File: src/err_inject_pkg.sv
// Package for the payload error injector: register map, fields, stream types
package err_inject_pkg;

   // Register offsets on the byte-wide host port
   localparam logic [7:0] ERROR_RATE_CONTROL_ADDR = 8'hEB;
   localparam logic [7:0] ERROR_COUNT_LOW_ADDR = 8'hEC;
   localparam logic [7:0] ERROR_COUNT_HIGH_ADDR = 8'hED;
   localparam logic [7:0] ERRORS_LEFT_LOW_ADDR = 8'hEE;
   localparam logic [7:0] ERRORS_LEFT_HIGH_ADDR = 8'hEF;

   // Reset values
   localparam logic [7:0] ERROR_RATE_CONTROL_RST = 8'h00;
   localparam logic [7:0] ERROR_COUNT_LOW_RST = 8'h00;
   localparam logic [1:0] ERROR_COUNT_HIGH_RST = 2'h0;
   localparam logic [9:0] ERRORS_LEFT_RST = 10'h000;

   // Field positions in the rate control register
   localparam int RATE_SELECT_LSB = 0;
   localparam int RATE_SELECT_W = 4;
   localparam int CONSTANT_ERROR_BIT = 4;
   localparam int COUNT_LOAD_STROBE_BIT = 7;

   // Error count layout: low register bits 7:0, high register bits 1:0
   localparam int ERROR_COUNT_W = 10;
   localparam int COUNT_HIGH_W = 2;

   // Code 1 selects 1 in 16 = 2**4, so period exponent = code + 3
   localparam int RATE_EXP_OFFSET = 3;
   // Longest period 262,144 = 2**18 counted bits
   localparam int BIT_COUNT_W = 18;

   // One serial payload bit arriving from the framer
   typedef struct packed {
      logic data;        // Bit value
      logic framing;     // Framing bit, never touched or counted
      logic frame_start; // First bit of a frame
      logic chan_sel;    // Bit belongs to a selected timeslot
   } tx_bit_t;

   // One bit leaving toward the line coder
   typedef struct packed {
      logic data;        // Possibly inverted bit
      logic framing;     // Framing bit marker, passed through
      logic frame_start; // Frame start marker, passed through
      logic injected;    // This bit was inverted
   } out_bit_t;

endpackage

File: src/bit_skid_buffer.sv
// Two-entry buffer with valid/ready on both sides and registered outputs
`timescale 1ns/100ps
`default_nettype none
module bit_skid_buffer #(
   parameter int WIDTH = 4
) (
   input wire logic sys_clk,           // System clock
   input wire logic reset,             // Synchronous reset, active high
   input wire logic [WIDTH-1:0] in_data, // Word offered
   input wire logic in_valid,          // Word offered this cycle
   output logic in_ready,              // Room for a word (registered)
   output logic [WIDTH-1:0] out_data,  // Head word (registered)
   output logic out_valid,             // Head word valid (registered)
   input wire logic out_ready          // Receiver takes head word
);

   logic [WIDTH-1:0] head_q, head_d, skid_q, skid_d;
   logic head_vld_q, head_vld_d, skid_vld_q, skid_vld_d;
   logic ready_q, ready_d;

   ////////////////////////////////////////////////////////////////////////////
   // Next state: head feeds output, skid catches a word during a stall
   always_comb begin
      head_d = head_q;
      head_vld_d = head_vld_q;
      skid_d = skid_q;
      skid_vld_d = skid_vld_q;
      if (out_ready || !head_vld_q) begin
         // Head drains or empty: refill from skid first, then input
         if (skid_vld_q) begin
            head_d = skid_q;
            head_vld_d = 1'b1;
            skid_vld_d = 1'b0;
            if (in_valid && in_ready) begin
               skid_d = in_data;
               skid_vld_d = 1'b1;
            end
         end else begin
            head_d = in_data;
            head_vld_d = in_valid && in_ready;
         end
      end else if (in_valid && in_ready) begin
         // Stalled head: park the word
         skid_d = in_data;
         skid_vld_d = 1'b1;
      end
      // Ready registered so the port comes straight from a flop
      ready_d = !skid_vld_d;
   end

   // Registers
   always_ff @(posedge sys_clk) begin
      if (reset) begin
         head_q <= '0;
         head_vld_q <= 1'b0;
         skid_q <= '0;
         skid_vld_q <= 1'b0;
         ready_q <= 1'b1;
      end else begin
         head_q <= head_d;
         head_vld_q <= head_vld_d;
         skid_q <= skid_d;
         skid_vld_q <= skid_vld_d;
         ready_q <= ready_d;
      end
   end

   assign in_ready = ready_q; // Flop output, low when skid occupied
   assign out_data = head_q;
   assign out_valid = head_vld_q;

endmodule
`default_nettype wire

File: src/payload_error_injector.sv
// Transmit payload error injector with byte-wide host registers
//
// Contract
// RL1: Four-bit rate code; 0 off, 1..15 give one error per 16 to 262,144.
// RL2: Constant-error flag with nonzero rate ignores count, inserts forever.
// RL3: Constant-error flag clear limits total errors to the loaded count.
// RL4: Rising edge of strobe bit 7 loads count next clock cycle.
// RL5: Host writes both count registers before raising the load strobe.
// RL6: Host clears then sets the strobe for each further count update.
// RL7: Count is 10 bits: low register bits 7:0, high register bits 1:0.
// RL8: Count zero gives none, one gives one, 3FFh gives 1023 errors.
// RL9: Remaining errors readable any time through two read-only registers.
// RL10: Host writes zero to control bits 5 and 6.
// RL11: Remaining value decrements per error, stops at zero, insertion stops.
// RL12: Error made by inverting the last counted bit of each period.
// RL13: Framing bits are never counted and never corrupted.
// RL14: Rate changes take effect only at a frame boundary.
// RL15: Insertion covers whole payload or only selected timeslot channels.
`timescale 1ns/100ps
`default_nettype none
module payload_error_injector
   import err_inject_pkg::*;
(
   input wire logic sys_clk,         // 100 MHz system clock
   input wire logic reset,           // Synchronous reset, active high
   // Host register port
   input wire logic [7:0] reg_addr,  // Register offset
   input wire logic [7:0] reg_wdata, // Write data
   input wire logic reg_wr,          // Write strobe, one cycle
   input wire logic reg_rd,          // Read strobe, one cycle
   output logic [7:0] reg_rdata,     // Read data, registered
   output logic reg_rvalid,          // Read data valid pulse
   // Payload stream in
   input wire tx_bit_t in_bit,       // Bit from framer
   input wire logic in_valid,        // Bit offered
   output logic in_ready,            // Bit accepted when high with valid
   input wire logic all_channels,    // High: whole payload eligible
   // Payload stream out
   output out_bit_t out_bit,         // Bit toward line side
   output logic out_valid,           // Output bit valid
   input wire logic out_ready        // Receiver takes bit
);

   logic [7:0] ctrl_q, ctrl_d;
   logic [7:0] cnt_low_q, cnt_low_d;
   logic [COUNT_HIGH_W-1:0] cnt_high_q, cnt_high_d;
   logic strobe_prev_q, strobe_prev_d;
   logic [ERROR_COUNT_W-1:0] left_q, left_d;
   logic [RATE_SELECT_W-1:0] rate_q, rate_d;
   logic [BIT_COUNT_W-1:0] bits_q, bits_d;
   logic [7:0] rdata_q, rdata_d;
   logic rvalid_q, rvalid_d;
   logic accept, eligible, armed, last_bit, inject;
   logic [RATE_SELECT_W-1:0] rate_next;
   out_bit_t stage;

   // Terminal value of the bit counter for a rate code
   function automatic logic [BIT_COUNT_W-1:0] period_last(
      input logic [RATE_SELECT_W-1:0] code
   );
      logic [BIT_COUNT_W:0] one_hot;
      one_hot = (BIT_COUNT_W+1)'(1) << (int'(code) + RATE_EXP_OFFSET);
      period_last = BIT_COUNT_W'(one_hot - (BIT_COUNT_W+1)'(1));
   endfunction

   ////////////////////////////////////////////////////////////////////////////
   // Host writes and reads
   always_comb begin
      ctrl_d = ctrl_q;
      cnt_low_d = cnt_low_q;
      cnt_high_d = cnt_high_q;
      rdata_d = rdata_q;
      rvalid_d = reg_rd;
      if (reg_wr) begin
         unique case (reg_addr)
            // RL10 control stored whole
            ERROR_RATE_CONTROL_ADDR: ctrl_d = reg_wdata;
            // RL7 count split low/high
            ERROR_COUNT_LOW_ADDR: cnt_low_d = reg_wdata;
            ERROR_COUNT_HIGH_ADDR: cnt_high_d = reg_wdata[COUNT_HIGH_W-1:0];
            default: ;
         endcase
      end
      if (reg_rd) begin
         unique case (reg_addr)
            ERROR_RATE_CONTROL_ADDR: rdata_d = ctrl_q;
            ERROR_COUNT_LOW_ADDR: rdata_d = cnt_low_q;
            ERROR_COUNT_HIGH_ADDR: rdata_d = {6'h00, cnt_high_q};
            // RL9 remaining count readback
            ERRORS_LEFT_LOW_ADDR: rdata_d = left_q[7:0];
            ERRORS_LEFT_HIGH_ADDR: rdata_d = {6'h00, left_q[ERROR_COUNT_W-1:8]};
            default: rdata_d = 8'h00;
         endcase
      end
   end

   ////////////////////////////////////////////////////////////////////////////
   // Insertion decision for the bit being accepted
   always_comb begin
      accept = in_valid && in_ready;
      // RL13 framing bits excluded
      // RL15 whole payload or selected channels
      eligible = !in_bit.framing && (all_channels || in_bit.chan_sel);
      // RL14 rate latched at frame start
      rate_next = (accept && in_bit.frame_start)
         ? ctrl_q[RATE_SELECT_LSB +: RATE_SELECT_W] : rate_q;
      // RL2 constant mode ignores count
      // RL3 count mode needs errors left
      armed = (rate_next != '0)
         && (ctrl_q[CONSTANT_ERROR_BIT] || left_q != '0);
      // RL1 period from rate code
      last_bit = (bits_q == period_last(rate_next))
         || (in_bit.frame_start && period_last(rate_next) == '0);
      // RL12 invert final bit of period
      inject = accept && eligible && armed && last_bit;
      stage.data = in_bit.data ^ inject;
      stage.framing = in_bit.framing;
      stage.frame_start = in_bit.frame_start;
      stage.injected = inject;
   end

   // Counter and remaining-errors next values
   always_comb begin
      rate_d = rate_next;
      bits_d = bits_q;
      left_d = left_q;
      strobe_prev_d = ctrl_q[COUNT_LOAD_STROBE_BIT];
      if (accept && in_bit.frame_start && rate_next != rate_q) begin
         // New rate restarts the period at the boundary
         bits_d = (eligible && rate_next != '0) ? BIT_COUNT_W'(1) : '0;
      end else if (accept && eligible && rate_next != '0) begin
         // RL13 count only payload bits
         bits_d = (bits_q == period_last(rate_next)) ? '0 : bits_q + 1'b1;
      end
      // RL11 decrement, stops at zero
      if (inject && !ctrl_q[CONSTANT_ERROR_BIT] && left_q != '0) begin
         left_d = left_q - 1'b1;
      end
      // RL4 load on strobe rising edge
      // RL8 loaded value is exact count
      if (ctrl_q[COUNT_LOAD_STROBE_BIT] && !strobe_prev_q) begin
         left_d = {cnt_high_q, cnt_low_q};
      end
   end

   // Registers
   always_ff @(posedge sys_clk) begin
      if (reset) begin
         ctrl_q <= ERROR_RATE_CONTROL_RST;
         cnt_low_q <= ERROR_COUNT_LOW_RST;
         cnt_high_q <= ERROR_COUNT_HIGH_RST;
         strobe_prev_q <= 1'b0;
         left_q <= ERRORS_LEFT_RST;
         rate_q <= '0;
         bits_q <= '0;
         rdata_q <= 8'h00;
         rvalid_q <= 1'b0;
      end else begin
         ctrl_q <= ctrl_d;
         cnt_low_q <= cnt_low_d;
         cnt_high_q <= cnt_high_d;
         strobe_prev_q <= strobe_prev_d;
         left_q <= left_d;
         rate_q <= rate_d;
         bits_q <= bits_d;
         rdata_q <= rdata_d;
         rvalid_q <= rvalid_d;
      end
   end

   assign reg_rdata = rdata_q;
   assign reg_rvalid = rvalid_q;

   ////////////////////////////////////////////////////////////////////////////
   // Output buffer so a receiver stall loses no bit
   bit_skid_buffer #(
      .WIDTH($bits(out_bit_t))
   ) out_buf (
      .sys_clk(sys_clk),
      .reset(reset),
      .in_data(stage),
      .in_valid(in_valid),
      .in_ready(in_ready),
      .out_data(out_bit),
      .out_valid(out_valid),
      .out_ready(out_ready)
   );

endmodule
`default_nettype wire

File: config.mk
export PLATFORM = sky130hd
export DESIGN_NAME = payload_error_injector
export DESIGN_NICKNAME = d
export VERILOG_FILES = /design/src/err_inject_pkg.sv /design/src/bit_skid_buffer.sv /design/src/payload_error_injector.sv
export SDC_FILE = /design/constraint.sdc
export NUM_CORES = 1
export LEC_CHECK = 0
export BUFFER_PORTS_ARGS = -buffer_cell sky130_fd_sc_hd__buf_4
export CORE_AREA = 2 2 84 102
export DETAILED_ROUTE_END_ITERATION = 8
export DIE_AREA = 0 0 86 104
export MAX_ROUTING_LAYER = met4
export PLACE_DENSITY = 0.82
export SLEW_MARGIN = 20
export SYNTH_ARGS = -nofsm -noshare
export SYNTH_HDL_FRONTEND = slang
export SYNTH_HIERARCHICAL = 1
export SYNTH_SLANG_ARGS = --single-unit
File: constraint.sdc
create_clock -name sys_clk -period 8.4 [get_ports sys_clk]
set_clock_uncertainty 0.15 [all_clocks]
set_input_delay 2.1 -clock sys_clk [delete_from_list [all_inputs] [get_ports sys_clk]]
set_output_delay 2.1 -clock sys_clk [all_outputs]
set_load 0.02 [all_outputs]
==> metrics.cfg <==
[run_status]
outcome=finished clean

[grt]
groute.usage.overall_pct=27.5
grt_max_degree=58
first_global_vias=4017
gr-total-overflow=0
antenna_found_initial=0
grt_pass1_wl_mm=19.4

[worst_setup_path]
worstSetupPathType=in2reg
cp-end-kind=flip-flop
cp_max_fo=14
max_stage_delay_ps=640
cp_cell_sequence=buf_4 -> and3_1 -> mux2i_1 -> a222oi_1 -> xor2_1 -> nand3_1 -> or4_1 -> nor3_1 -> xor2_1 -> mux2i_1 -> a211oi_1
startpoint_type=primary input
cp.arrival_ps=5230
cp.required_ps=8530
path_buf_inv=1
crit_slowest_cell=or4_1
crit_family=simple AND/OR/NAND/NOR gates

[sta]
finalSetupTns_ps=0
hold_viol_final=0
drv_slew=0
grt_setup_unrepaired=false
fmax_mhz=196
slew_headroom_pct=38.0
finalCritPeriodShare_pct=60.8
worst_pin_slew_ps=926
period_needed_ps=5100
setup_violations=0

[drt]
viasPerCell=6.23
ant_nets=0
drtPass1Iterations=5
drtIter0Drc=404
num_vias=4287
drcViolationCount=0
drt_wl_total_mm=11.6
wl_per_cell_um=16.8

[placement]
place.gp.congestion=0.935
io_buffers=41
post_dp_cell_area_um2=4660
hpwlAfterDp_mm=8.08

[floorplanning]
rows=36
coreArea_um2=7970
dieArea_um2=8940
die_h_um=104
num_io_pins=42
die_w_um=86
start_util_pct=55.4

[finish]
area_growth_pct=11.3
n_antenna_cell=0
layout.nets=618
stdcell_area_um2=4920
layout-drive-gt1-share_pct=13.3

[clocking]
cts-root-buf=clkbuf_8
cts_resized=0
cts_buffers=9
clkSinkCount=71
htreeDepth=3
postCtsSetupBuffers=0
cts_tree=built
ctsHoldBuffers=0
insertion_delay_ps=360
clkTransAtPathRegs_ps=90
cts_buffer_depth=2

[synthesis]
synth_edf_count=0
synthCells=572
synth_seq_cells=71
syn_area_um2=4420
synth.most_common_cell=nand2_1
yosys-top-cells-count=nand2_1 (74), dfxtp_1 (71), nor2_1 (43)
ys_types=66
synth_area_leaders=dfxtp_1 (32%), mux2i_1 (7.5%), nand2_1 (6.3%)
synth_top_area_cell=dfxtp_1
synth.yosys.seq_area_share_pct=32.2
synth_warnings=6
netlist.area_leader.share_pct=32.2
async_reset_ff_share_pct=0
syn_avg_cell_area_um2=7.72
ys.flop_type=dfxtp_1

[power]
seqPwrFrac_pct=46.1
p_switching_mw=0.186
powerDensity_nw_per_um2=153
comb_power_share_pct=7.4
power.leakage_nw=1.87
intPower_mw=0.566
switching_share_pct=24.8
clock_power_share_pct=46.6
peakVddDrop_v=0.000123

[flow_run]
max_cap_viol_count=0

[min_path]
hp-class=reg2reg

## flip-flops by register name, indices dropped and copies added, names as in the netlist, 2 cells and up
| name | cells |
|---|---|
| bits_q | 18 |
| cnt_high_q | 2 |
| cnt_low_q | 8 |
| ctrl_q | 8 |
| left_q | 10 |
| out_buf/out_data | 4 |
| out_buf/skid_q | 4 |
| rate_q | 4 |
| reg_rdata | 8 |
## routing by layer
| metal | vias to the layer above | part of all wire [%] | wire length (um) | GRT usage [%] |
|---|---|---|---|---|
| met5 | - | 0 | 0 | - |
| met4 | 0 | 3.6 | 422 | 11.1 |
| met3 | 38 | 6.1 | 709 | 5.16 |
| met2 | 188 | 48 | 5580 | 44.1 |
| met1 | 1982 | 42 | 4880 | 33.6 |
| li1 | 2079 | - | - | - |
## area by class of cell
cell class                      instances  area [um2]
Fill cell                             687        3060
Multi-Input combinational cell        453        2760
Sequential cell                        71        1420
Timing Repair Buffer                   43         323
Clock inverter                          7         128
Clock buffer                            9         124
Tap cell                               95         119
Inverter                               10        40.0
## final timing paths
check / from / end / slack [ps] / cells after the start
worst min-delay path: ctrl_q[6]$_SDFFE_PP0P_ / ctrl_q[6]$_SDFFE_PP0P_ / 310 / 2
worst min register to register: ctrl_q[6]$_SDFFE_PP0P_ / ctrl_q[6]$_SDFFE_PP0P_ / 310 / 2
worst max register to register: out_buf/in_ready$_SDFF_PP1_ / out_buf/out_data[3]$_SDFFE_PP0N_ / 4690 / 10
worst max-delay path: in_bit[1] / out_buf/out_data[3]$_SDFFE_PP0N_ / 3300 / 11
## cells in the final DEF, fill, tap and decap left out, drive strengths merged, types with 2 or more instances in the layout
cell type,synthesis,layout
o21ai,33,33
nand2,74,74
nand3,34,34
o31ai,3,3
or3,12,12
xnor2,7,7
nor4,10,10
inv,10,12
a21o,6,6
a222oi,2,2
nand2b,16,16
nor2,44,44
o41ai,2,2
and3,18,18
o221ai,2,2
nor3b,5,5
mux2,2,2
or3b,2,2
a211o,2,2
o211ai,4,4
dfxtp,71,71
buf,18,43
nor3,26,26
a21oi,30,30
a31oi,5,5
ha,3,3
conb,1,2
a21boi,2,2
nor2b,15,15
xor2,11,11
mux2i,34,34
and2,2,2
bufinv,0,3
or2,8,8
clkinv,0,2
clkbuf,21,9
a211oi,8,8
nand4,5,5
or4,8,8
## worst reg2reg max path, cell delays in order, from the launching register on
cell,delay (ps)
dfxtp_1,420
and3_1,560
mux2i_1,150
a222oi_1,390
xor2_1,220
nand3_1,110
or4_1,640
nor3_1,440
xor2_1,220
mux2i_1,90
a211oi_1,240
## per-stage QoR
stage / power (mW) / cells / utilization [%] / hold slack (ps) / worst slack, ps
floorplan: 0.389 / 573 / - / 287 / 3620
global placement: 0.408 / 672 / 58.5 / 297 / 3050
detailed placement: 0.409 / 672 / 58.5 / 303 / 2970
CTS: 0.752 / 688 / 61.7 / 316 / 3330
global route: 0.777 / 688 / 61.7 / 327 / 3020
finish: 0.752 / 688 / 61.7 / 313 / 3300
## cells by family after synthesis
| logic type | Yosys count | share of synthesized area (%) |
|---|---|---|
| other | 1 | 0.0849 |
| flip-flops | 71 | 32.2 |
| buffers and inverters | 49 | 5.38 |
| multiplexers | 37 | 9.01 |
| AO/OA/AOI/OAI | 110 | 16.1 |
| AND/OR/NAND/NOR | 283 | 32.8 |
| XOR/XNOR | 18 | 3.57 |
| adder cells (fa/ha/maj) | 3 | 0.850 |
## power groups by stage
stage	Sequential (mW)	Combinational, mW	Clock, mW
floorplan	0.354	0.0348	0
global placement	0.354	0.0536	0
detailed placement	0.354	0.0545	0
CTS	0.346	0.0547	0.351
global route	0.347	0.0600	0.370
finish	0.346	0.0553	0.350
(Power assumes the default switching activity.)
